===== src/hw/demod_cfg.svh =====
// offsets, field positions, reset values for the front-end configuration bank
`ifndef DEMOD_CFG_SVH
`define DEMOD_CFG_SVH

// --------------------------------------------------------------------------
// register offsets
// --------------------------------------------------------------------------
`define OFS_OUTPUT_AND_FILTER_CONFIG      8'h0C
`define OFS_GAIN_LOOP1_CONTROL            8'h0D
`define OFS_TIMING_LOOP_COEFFICIENTS      8'h0E
`define OFS_GAIN_LOOP1_REFERENCE          8'h0F
`define OFS_GAIN_LOOP2_AND_OFFSET_CONTROL 8'h10
`define REG_COUNT                         5

// --------------------------------------------------------------------------
// reset values
// --------------------------------------------------------------------------
`define RST_OUTPUT_AND_FILTER_CONFIG      8'hF0
`define RST_GAIN_LOOP1_CONTROL            8'h81
`define RST_TIMING_LOOP_COEFFICIENTS      8'h23
`define RST_GAIN_LOOP1_REFERENCE          8'h54
`define RST_GAIN_LOOP2_AND_OFFSET_CONTROL 8'h74

// --------------------------------------------------------------------------
// field positions
// --------------------------------------------------------------------------
`define BIT_AUX_HIGH_OPEN_DRAIN 7
`define BIT_AUX_HIGH_VALUE      6
`define BIT_AUX_LOW_OPEN_DRAIN  5
`define BIT_AUX_LOW_VALUE       4
`define FLD_ROLLOFF_MSB         2
`define FLD_ROLLOFF_LSB         1
`define BIT_Q_NEGATE            0
`define BIT_DC_COMP_EN          7
`define FLD_GAIN1_COEFF_MSB     2
`define FLD_GAIN1_COEFF_LSB     0
`define FLD_TMG_PROP_MSB        6
`define FLD_TMG_PROP_LSB        4
`define FLD_TMG_INTEG_MSB       2
`define FLD_TMG_INTEG_LSB       0
`define BIT_GAIN_INVERT         7
`define FLD_GAIN1_TARGET_MSB    5
`define FLD_GAIN1_TARGET_LSB    0
`define FLD_GAIN2_COEFF_MSB     7
`define FLD_GAIN2_COEFF_LSB     5
`define FLD_GAIN2_REF_MSB       4
`define FLD_GAIN2_REF_LSB       0

`endif


===== src/hw/demod_pkg.sv =====
// types shared by the front-end configuration bank
`default_nettype none
package demod_pkg;

    // ----------------------------------------------------------------------
    // roll-off selection, one-hot, reserved codes flagged separately
    // ----------------------------------------------------------------------
    typedef enum logic [2:0] {
        ROLLOFF_35       = 3'b001,
        ROLLOFF_20       = 3'b010,
        ROLLOFF_RESERVED = 3'b100
    } rolloff_t;

    // ----------------------------------------------------------------------
    // carriers
    // ----------------------------------------------------------------------
    typedef struct packed {
        logic [7:0] i;  // in-phase, signed
        logic [7:0] q;  // quadrature, signed
    } iq_sample_t;

    typedef struct packed {
        logic       dc_comp_en;          // dc offset compensation on
        logic [2:0] first_gain_loop_coeff;
        logic [5:0] first_gain_target;
    } gain1_cfg_t;

    typedef struct packed {
        logic [2:0] prop_coeff;          // proportional coefficient
        logic [2:0] integ_coeff;         // integral coefficient
    } timing_cfg_t;

    typedef struct packed {
        logic [2:0] coeff;               // second loop coefficient
        logic [4:0] second_gain_reference;
    } gain2_cfg_t;

endpackage : demod_pkg
`default_nettype wire


===== src/hw/demod_frontend_config_regs.sv =====
// configuration register bank and its direct effects for the demod front end
`timescale 1ns/1ps
`default_nettype none
`include "demod_cfg.svh"

// Behaviour
// RULE1: high aux pin: bit7 open drain, bit6 level
// RULE2: low aux pin: bit5 open drain, bit4 level
// RULE3: bits2:1 pick roll-off 35%/20%, rest reserved
// RULE4: bit0 negates Q after derotation
// RULE5: gain1 control bit7 enables dc compensation
// RULE6: software writes zero to gain1 bits 6:3
// RULE7: software keeps single reserved bits zero
// RULE8: reference bit7 complements tuner gain output
// RULE9: reference bits5:0 are first gain target
// RULE10: timing bits6:4 proportional, 2:0 integral
// RULE11: gain2 bits7:5 coefficient, 4:0 reference
module demod_frontend_config_regs
    import demod_pkg::*;
(
    // clock and reset
    input  wire logic        i_ref_clk,
    input  wire logic        i_nrst,
    // register port from the control interface
    input  wire logic        i_reg_wr,
    input  wire logic        i_reg_rd,
    input  wire logic [7:0]  i_reg_addr,
    input  wire logic [7:0]  i_reg_wdata,
    output logic      [7:0]  o_reg_rdata,
    output logic             o_reg_rvalid,
    // general-purpose pins (out / enable)
    output logic             o_aux_output_high_out,
    output logic             o_aux_output_high_oe,
    output logic             o_aux_output_low_out,
    output logic             o_aux_output_low_oe,
    // derotated samples in, sign-corrected samples out
    input  wire iq_sample_t  i_derot_sample,
    input  wire logic        i_derot_valid,
    output iq_sample_t       o_iq_sample,
    output logic             o_iq_valid,
    // gain control toward the tuner
    input  wire logic [7:0]  i_gain1_level,
    output logic      [7:0]  o_tuner_gain,
    // loop configuration
    output rolloff_t         o_rolloff,
    output gain1_cfg_t       o_gain1_cfg,
    output timing_cfg_t      o_timing_cfg,
    output gain2_cfg_t       o_gain2_cfg
);

    // ----------------------------------------------------------------------
    // register storage
    // ----------------------------------------------------------------------
    localparam logic [7:0] RST_VAL [`REG_COUNT] = '{
        `RST_OUTPUT_AND_FILTER_CONFIG,
        `RST_GAIN_LOOP1_CONTROL,
        `RST_TIMING_LOOP_COEFFICIENTS,
        `RST_GAIN_LOOP1_REFERENCE,
        `RST_GAIN_LOOP2_AND_OFFSET_CONTROL
    };

    logic [7:0] bank_reg [`REG_COUNT];  // index 0 sits at the base offset

    // address to bank index; out of range flagged, decoded for read and write
    function automatic logic [3:0] reg_index(input logic [7:0] addr);
        logic [7:0] rel;
        rel = addr - `OFS_OUTPUT_AND_FILTER_CONFIG;
        if (addr >= `OFS_OUTPUT_AND_FILTER_CONFIG &&
            addr <= `OFS_GAIN_LOOP2_AND_OFFSET_CONTROL) begin
            reg_index = {1'b0, rel[2:0]};
        end else begin
            reg_index = 4'h8;           // bit 3 marks unmapped
        end
    endfunction

    logic [3:0] wr_idx;
    logic [3:0] rd_idx;
    assign wr_idx = reg_index(i_reg_addr);
    assign rd_idx = reg_index(i_reg_addr);

    // one flop per register; all bits stored as written, software keeps
    // the must-be-zero bits clear, the logic never reads them
    genvar g;
    generate
        for (g = 0; g < `REG_COUNT; g++) begin : g_bank
            always_ff @(posedge i_ref_clk) begin
                if (!i_nrst) begin
                    bank_reg[g] <= RST_VAL[g];
                end else if (i_reg_wr && !wr_idx[3] &&
                             wr_idx[2:0] == 3'(g)) begin
                    bank_reg[g] <= i_reg_wdata;   // [RULE6] [RULE7]
                end
            end
        end
    endgenerate

    // ----------------------------------------------------------------------
    // read port: one cycle latency, unmapped offsets read zero
    // ----------------------------------------------------------------------
    always_ff @(posedge i_ref_clk) begin
        if (!i_nrst) begin
            o_reg_rdata  <= 8'h00;
            o_reg_rvalid <= 1'b0;
        end else begin
            o_reg_rvalid <= i_reg_rd;
            if (i_reg_rd) begin
                // unmapped gives zero so a bad address is visible
                o_reg_rdata <= rd_idx[3] ? 8'h00 : bank_reg[rd_idx[2:0]];
            end
        end
    end

    // named views of the bank
    logic [7:0] io_cfg;
    logic [7:0] g1_ctl;
    logic [7:0] tmg_cfg;
    logic [7:0] g1_ref;
    logic [7:0] g2_ctl;
    assign io_cfg  = bank_reg[0];
    assign g1_ctl  = bank_reg[1];
    assign tmg_cfg = bank_reg[2];
    assign g1_ref  = bank_reg[3];
    assign g2_ctl  = bank_reg[4];

    // ----------------------------------------------------------------------
    // general-purpose pins
    // ----------------------------------------------------------------------
    // open drain only pulls low; a high level releases the pin
    always_ff @(posedge i_ref_clk) begin
        if (!i_nrst) begin
            o_aux_output_high_out <= 1'b0;
            o_aux_output_high_oe  <= 1'b0;
            o_aux_output_low_out  <= 1'b0;
            o_aux_output_low_oe   <= 1'b0;
        end else begin
            if (io_cfg[`BIT_AUX_HIGH_OPEN_DRAIN]) begin        // [RULE1]
                o_aux_output_high_out <= 1'b0;
                o_aux_output_high_oe  <= !io_cfg[`BIT_AUX_HIGH_VALUE];
            end else begin                                     // [RULE1]
                o_aux_output_high_out <= io_cfg[`BIT_AUX_HIGH_VALUE];
                o_aux_output_high_oe  <= 1'b1;
            end
            if (io_cfg[`BIT_AUX_LOW_OPEN_DRAIN]) begin         // [RULE2]
                o_aux_output_low_out <= 1'b0;
                o_aux_output_low_oe  <= !io_cfg[`BIT_AUX_LOW_VALUE];
            end else begin                                     // [RULE2]
                o_aux_output_low_out <= io_cfg[`BIT_AUX_LOW_VALUE];
                o_aux_output_low_oe  <= 1'b1;
            end
        end
    end

    // ----------------------------------------------------------------------
    // roll-off selection
    // ----------------------------------------------------------------------
    // reserved codes are flagged rather than mapped, the filter sees them
    always_ff @(posedge i_ref_clk) begin
        if (!i_nrst) begin
            o_rolloff <= ROLLOFF_35;
        end else begin
            case (io_cfg[`FLD_ROLLOFF_MSB:`FLD_ROLLOFF_LSB])
                2'b00:   o_rolloff <= ROLLOFF_35;              // [RULE3]
                2'b01:   o_rolloff <= ROLLOFF_20;              // [RULE3]
                default: o_rolloff <= ROLLOFF_RESERVED;        // [RULE3]
            endcase
        end
    end

    // ----------------------------------------------------------------------
    // q sign correction after the derotator
    // ----------------------------------------------------------------------
    // -128 has no positive twin; saturate to +127 to avoid a sign flip
    function automatic logic [7:0] negate_sat(input logic [7:0] v);
        negate_sat = (v == 8'h80) ? 8'h7F : 8'(-v);
    endfunction

    always_ff @(posedge i_ref_clk) begin
        if (!i_nrst) begin
            o_iq_sample <= '0;
            o_iq_valid  <= 1'b0;
        end else begin
            o_iq_valid <= i_derot_valid;
            if (i_derot_valid) begin
                o_iq_sample.i <= i_derot_sample.i;
                o_iq_sample.q <= io_cfg[`BIT_Q_NEGATE] ?
                                 negate_sat(i_derot_sample.q) : // [RULE4]
                                 i_derot_sample.q;
            end
        end
    end

    // ----------------------------------------------------------------------
    // tuner gain polarity
    // ----------------------------------------------------------------------
    always_ff @(posedge i_ref_clk) begin
        if (!i_nrst) begin
            o_tuner_gain <= 8'h00;
        end else if (g1_ref[`BIT_GAIN_INVERT]) begin
            o_tuner_gain <= ~i_gain1_level;                    // [RULE8]
        end else begin
            o_tuner_gain <= i_gain1_level;                     // [RULE8]
        end
    end

    // ----------------------------------------------------------------------
    // loop configuration outputs
    // ----------------------------------------------------------------------
    // registered copies keep every top output straight from a flop
    always_ff @(posedge i_ref_clk) begin
        if (!i_nrst) begin
            o_gain1_cfg  <= '0;
            o_timing_cfg <= '0;
            o_gain2_cfg  <= '0;
        end else begin
            o_gain1_cfg.dc_comp_en <= g1_ctl[`BIT_DC_COMP_EN]; // [RULE5]
            o_gain1_cfg.first_gain_loop_coeff <=
                g1_ctl[`FLD_GAIN1_COEFF_MSB:`FLD_GAIN1_COEFF_LSB];
            o_gain1_cfg.first_gain_target <=
                g1_ref[`FLD_GAIN1_TARGET_MSB:`FLD_GAIN1_TARGET_LSB]; // [RULE9]
            o_timing_cfg.prop_coeff <=
                tmg_cfg[`FLD_TMG_PROP_MSB:`FLD_TMG_PROP_LSB];   // [RULE10]
            o_timing_cfg.integ_coeff <=
                tmg_cfg[`FLD_TMG_INTEG_MSB:`FLD_TMG_INTEG_LSB]; // [RULE10]
            o_gain2_cfg.coeff <=
                g2_ctl[`FLD_GAIN2_COEFF_MSB:`FLD_GAIN2_COEFF_LSB]; // [RULE11]
            o_gain2_cfg.second_gain_reference <=
                g2_ctl[`FLD_GAIN2_REF_MSB:`FLD_GAIN2_REF_LSB];  // [RULE11]
        end
    end

endmodule // demod_frontend_config_regs
`default_nettype wire


===== config.mk =====
export PLATFORM = sky130hd
export DESIGN_NAME = demod_frontend_config_regs
export DESIGN_NICKNAME = d
export VERILOG_FILES = /design/src/hw/demod_pkg.sv /design/src/hw/demod_frontend_config_regs.sv
export VERILOG_INCLUDE_DIRS = /design/src /design/src/hw
export SDC_FILE = /design/constraint.sdc
export NUM_CORES = 1
export LEC_CHECK = 0
export BUFFER_PORTS_ARGS = -buffer_cell sky130_fd_sc_hd__buf_4
export CELL_PAD_IN_SITES_DETAIL_PLACEMENT = 2
export CELL_PAD_IN_SITES_GLOBAL_PLACEMENT = 2
export CORE_MARGIN = 2
export CORE_UTILIZATION = 30
export CTS_CLUSTER_DIAMETER = 60
export DETAILED_ROUTE_END_ITERATION = 10
export PLACE_DENSITY_LB_ADDON = 0.25
export SLEW_MARGIN = 20
export SYNTH_ARGS = -nofsm -noshare
export SYNTH_HDL_FRONTEND = slang
export SYNTH_SLANG_ARGS = --single-unit

===== constraint.sdc =====
create_clock -name i_ref_clk -period 2.6 [get_ports i_ref_clk]
set_clock_uncertainty 0.1 [all_clocks]
set_input_delay 0.52 -clock i_ref_clk [delete_from_list [all_inputs] [get_ports i_ref_clk]]
set_output_delay 0.52 -clock i_ref_clk [all_outputs]
set_load 0.02 [all_outputs]

=== Word-level counts from Yosys, hierarchy flattened ===
Memory sizes are Yosys's and may differ from the RTL's. A register that Yosys moved wholly into a read port is not among the register bits.
Cells that the tools add are included.

* $add $sub $neg: 2
* Multiply operators: 0
* Div/mod/pow operators: 0
* Order comparisons: 2
* Equality and inequality tests: 6
* Shift operators: 0
* Muxes and demuxes: 29
* Bitwise operators: 7
* Reductions and logical operators: 17

{| class="wikitable"
|+ Operators by type and width
! cell !! count
|-
| 8-bit 2-to-1 mux || 9
|-
| 1-bit 2-to-1 mux || 18
|-
| 8-bit == test (second input constant) || 1
|-
| 8-bit by 4-bit greater-or-equal comparator with 1-bit output (second input constant) || 1
|-
| 8-bit by 5-bit <= comparator with 1-bit output (second input constant) || 1
|-
| 8-bit negator || 1
|-
| 8-bit NOT || 1
|-
| 1-bit logical AND || 7
|-
| 3-bit by 2-bit == test with 1-bit output (second input constant) || 2
|-
| 1-bit logical NOT || 6
|-
| 3-bit case mux with 2 select lines || 1
|-
| 1-bit bitwise OR || 5
|-
| 4-bit 2-to-1 mux || 1
|-
| 2-bit OR reduction || 2
|-
| 3-bit by 1-bit == test with 1-bit output (second input constant) || 1
|-
| 3-bit == test (second input constant) || 1
|-
| 3-bit logical NOT || 1
|-
| 3-bit subtractor (second input constant) || 1
|-
| 2-bit by 1-bit == test with 1-bit output (second input constant) || 1
|-
| 2-bit logical NOT || 1
|-
| 1-bit NOT || 1
|}

* Register bits: 47
* Bits in latches: 0
* Bits in writable memories: 40
* Memory bits (read-only): 0
* Input bits: 45
* Output and inout port bits: 65
* Word-level logic and storage cells: 76
* Memories: 1

{| class="wikitable"
|+ Memories
! name !! words !! width !! read ports !! clocked after Yosys merged registers in !! write ports !! line !! text
|-
| bank_reg || 5 || 8 || 6 || 3 || 5 || demod_frontend_config_regs.sv:62 || <nowiki>logic [7:0] bank_reg [`REG_COUNT];</nowiki>
|}

=== Depth between registers and ports, before layout ===
* Word-level depth: 10
* Depth in mapped cells: 6
* Depth with buffers taken out: 6

=== Worst setup path after synthesis ===
No wires, ideal clock.

* Kind: input port to flip-flop
* Start point: input i_reg_addr[7]
* End point: memory bank_reg[0][0] (enable)
* Library setup time: 387 ps
* Data arrival time: 2,240 ps
* Data required time: 2,113 ps
* Slack: -127 ps
* Stages: 5
* Buffers on the path: 1
* Cells stage by stage: or4_1 > nor2_4 > buf_4 > nor2_1 > o31ai_1

{| class="wikitable"
|+ RTL lines
! what !! line !! text
|-
| start, declared || demod_frontend_config_regs.sv:27 || <nowiki>input wire logic [7:0] i_reg_addr,</nowiki>
|-
| end, declared || demod_frontend_config_regs.sv:62 ||
|}

==> results.md <==
Status:
- The flow ran to the end, and the final reports show no timing, DRC or antenna violations.

Hold path:
- The end point of the most critical hold path is o_tuner_gain[1]$_SDFF_PN0_.
- The start point of the worst min-delay path is i_gain1_level[1].
- The worst hold path class is in -> reg.
- The worst hold path was traced through 3 stages.

Routing:
- The average wire length per cell after detail routing is a little under 20 um.
- The count of TritonRoute iterations in the first routing pass is 6.
- The via count is 3210.
- The count of nets left with antenna violations after detail routing is 0.
- The starting DRC count in detailed routing is a little under 200.
- The detailed-route DRC error count is 0.
- The number of vias per cell after detailed routing is 4.87.
- The post-detailed-routing wire length is 13000 um.

Logic synthesis:
- In this run the cell area of the synthesized design comes to between 0.004 and 0.005 mm2.
- The cell count after synthesis came out at 363.
- By area, the combinational part of the netlist is dominated by simple AND/OR/NAND/NOR gates.
- Of all flip-flops after synthesis, the portion carrying an async set or reset was 0%.
- Counting every net in the synthesized netlist gives between 400 and 500.
- The average cell area after synthesis is between 10 and 15 um2.
- The prevailing post-synth register cell is sky130_fd_sc_hd__dfxtp_1.
- Summing the areas of all fa, ha and maj instances in the mapped netlist gives 0.299% of the synthesized area.
- Counting flops and latches in the post-synthesis netlist gives 105.
- During synthesis, Yosys emitted a total of 0 warnings.
- Measured against the total synthesized area, the mux share comes to 4.46%.
- Counting distinct cell types in the post-synthesis netlist gives 49.
- The complex-gate fraction of the synthesized area is approximately an eighth.
- Of the synthesized area, sequential elements account for 59.9%.
- After Yosys synthesis, XOR and XNOR cells account for under 10% of the synthesized area.
- The basic-gate share of the synthesized area counting and, or, nand and nor cells is 17.2%.
- The count of flip-flops with a built-in enable after synthesis is 40.

Critical path:
- The count of buffer and inverter cells on the critical path is 1.
- In this run the critical register-to-register path is launched from bank_reg[3][7]$_SDFFCE_PN0P_.
- The slowest stage of the critical path is the sky130_fd_sc_hd__or4_1 cell.
- The signal on the critical path passes through buf_4 > or4_1 > or2_4 > a211oi_4 > nand2b_1.
- The number of cells on the worst reg-to-reg path is 4.
- The cell family contributing the most delay on the critical path is simple AND/OR/NAND/NOR gates.
- The endpoint arrival time on the critical path is 2.04 ns.
- The capture point of the worst reg-to-reg path is o_reg_rdata[7]$_SDFFE_PN0P_.
- The setup slack of the worst register-to-register path is 0.86 ns.
- STA classifies the critical path endpoint as a flop.
- The kind of start point of the critical path is a primary input.
- The critical-path maximum fanout is 8.
- The critical path starts at i_reg_addr[7].
- The critical path is of the in -> reg type.
- Data on the critical path is required at its endpoint by 2.59 ns.
- The maximum single-stage delay on the critical path is 0.63 ns.

Clocking:
- In this run, post-CTS repair resized a total of 0 instances.
- The number of H-tree levels is 3.
- The clock slew at the register clock pins of the worst setup and hold paths is 0.07 ns.
- The clock insertion delay at the later pin of the skew report is 0.35 ns.
- In this run the post-CTS setup repair buffer count came out at 0.
- The maximum clock path buffer count is 2.
- The number of clock buffers inserted by TritonCTS is 9.
- TritonCTS built the clock tree.
- CTS saw 105 sinks.
- CTS placed an instance of sky130_fd_sc_hd__clkbuf_16 at the clock tree root.
- Hold repair after CTS inserted 0 buffers.

Timing:
- The slew at the pin closest to its max-slew limit is 0.566 ns.
- Setup repair after global routing left no endpoint under its margin.
- The shortest clock period the worst path allows after layout is just over 2 ns.
- Measured against its own limit, the worst slew margin works out to 62.2%.
- The total setup violations reported at the end of the flow is 0.
- The count of final max-slew check failures is 0.
- The final critical path takes up 78.9% of the cycle.
- Static timing analysis puts the maximum clock frequency at 0.488 GHz.
- For the final routed database, the setup TNS stands at 0 ns.
- The hold violation count in the final report is 0.

Floorplanning:
- The overall die height is about 120 um.
- Measured along the x axis, the die boundary spans 122 um.
- The starting density of the core is between 30% and 40%.
- The region available for standard cell placement spans 0.0137 mm2.
- The die covers 0.0149 mm2.
- The number of placement rows is 43.
- 110 I/O pins were placed.

Finish:
- The library cells used most frequently in the layout, excluding fill and tap cells, are sky130_fd_sc_hd__buf_4, sky130_fd_sc_hd__dfxtp_1, sky130_fd_sc_hd__and2_1.
- The net total in the final layout is 520.
- The repair_antennas step left the layout with diodes totalling 0.
- The number of flip-flops under the largest register name is 40.
- The area growth from synthesis to layout is 31.7%.
- Of the cells placed in the final design, the portion with a size suffix greater than 1 is between 30% and 40%.
- The final standard cell area without fillers is 0.00550 mm2.
- The most frequent standard cell in the layout excluding fill and tap cells is sky130_fd_sc_hd__buf_4.

Global routing:
- The number of global-route vias before repair is 3500.
- The first-pass GRT wire length is 20000 um.
- The total track usage is between 10% and 20%.
- Entering global routing, the biggest net connects 29 pins.
- The initial antenna violation count came to 0.
- The total overflow left after global routing is 0.

Pwr:
- The fraction of power consumed by combinational cells is 12.3%.
- The internal portion of the total power is 0.00269 W.
- The analysis attributes to net switching a power of 0.000882 W.
- Of the total power, registers draw about 50%.
- The worst vdd rail ir drop is 0.325 mV.
- The clock share of power is 36.2%.
- The static power due to leakage is 2.19 nW.
- The net switching fraction of the power is 24.7%.
- Power spread over the standard cell area amounts to 649 mW/mm2.

Placement:
- The HPWL after detailed placement is 9420 um.
- Routability-driven placement finished with a final weighted congestion of 0.818.
- Buffers placed on the I/O ports in this run total 109.
- The placed instances occupy a cell area of 0.00523 mm2.

Flow run:
- The tool flagged a number of max-cap violations equal to 0.
[worst max path at each step]
stage | end | slack (ns) | cells past startpoint
final | bank_reg[0][4]$_SDFFCE_PN1P_ | 0.55 | 5
after global routing | bank_reg[1][0]$_SDFFCE_PN1P_ | 0.46 | 5
after CTS | bank_reg[0][4]$_SDFFCE_PN1P_ | 0.56 | 5
after detailed placement | bank_reg[1][7]$_SDFFCE_PN1P_ | 0.18 | 5
after global placement | bank_reg[0][5]$_SDFFCE_PN1P_ | 0.24 | 5
after floorplan | bank_reg[0][0]$_SDFFCE_PN0P_ | 0.11 | 5
[tightest hold or removal path: stages]
cell and delay, ns:
sky130_fd_sc_hd__buf_4 0.08, sky130_fd_sc_hd__xnor2_1 0.05, sky130_fd_sc_hd__nor2_1 0.07
[Yosys cell counts (all sizes together), types with 4 or more instances]
master | number | share of area, %
edfxtp | 40 | 29
inv | 8 | 0.72
nor2 | 26 | 2.5
buf | 6 | 0.72
nor2b | 4 | 0.60
a22o | 5 | 1.0
o221ai | 6 | 1.3
mux2 | 5 | 1.3
dfxtp | 65 | 31
nand2b | 16 | 2.4
mux2i | 13 | 3.1
a21oi | 17 | 2.0
xnor2 | 10 | 2.1
a221oi | 6 | 1.3
o21ai | 12 | 1.4
o31ai | 6 | 1.1
a22oi | 6 | 1.1
nand2 | 14 | 1.3
clkbuf | 13 | 1.2
and2 | 48 | 7.2
[cells by family (layout without fill, tap and decap cells)]
group                    after synthesis  count (layout)
XOR/XNOR                              12              12
AO/OA/AOI/OAI                         75              75
adder cells (fa/ha/maj)                1               1
buffers and inverters                 27             143
AND/OR/NAND/NOR                      125             125
multiplexers                          18              18
flip-flops                           105             105
[per-stage QoR]
| step | util, % | power, W | hold WS [ns] | std cells | setup slack [ns] |
|---|---|---|---|---|---|
| after floorplan | - | 0.00208 | 0.331 | 363 | 0.106 |
| after global placement | 38.1 | 0.00231 | 0.371 | 643 | 0.237 |
| after detailed placement | 38.1 | 0.00232 | 0.369 | 643 | 0.178 |
| after CTS | 40.1 | 0.00362 | 0.301 | 659 | 0.557 |
| after global routing | 40.1 | 0.00371 | 0.312 | 659 | 0.459 |
| final | 40.1 | 0.00357 | 0.307 | 659 | 0.549 |
[per-layer routing]
metal | GRT usage (%) | share of wire [%] | routed length (um)
met3 | 3.18 | 4.7 | 612
met1 | 23.0 | 45 | 5860
met5 | 0 | 0 | 0
met2 | 29.7 | 48 | 6190
met4 | 7.69 | 2.4 | 306
[layout make-up]
class	instances	area, um2
sequential	105	2500
inverter	8	30.0
tap	180	225
clock buffer	16	272
timing repair buffer	119	893
multi-input combinational	231	1580
fill	1446	8220
[power groups by stage]
stage	Sequential (W)	Clock [W]	Combinational, W
2_1_floorplan	0.00193	0	0.000156
3_3_place_gp	0.00187	0	0.000433
3_5_place_dp	0.00188	0	0.000445
4_1_cts	0.00184	0.00133	0.000448
5_1_grt	0.00185	0.00139	0.000474
6_report	0.00184	0.00129	0.000441
No activity file was read; power rests on OpenSTA's default activity.
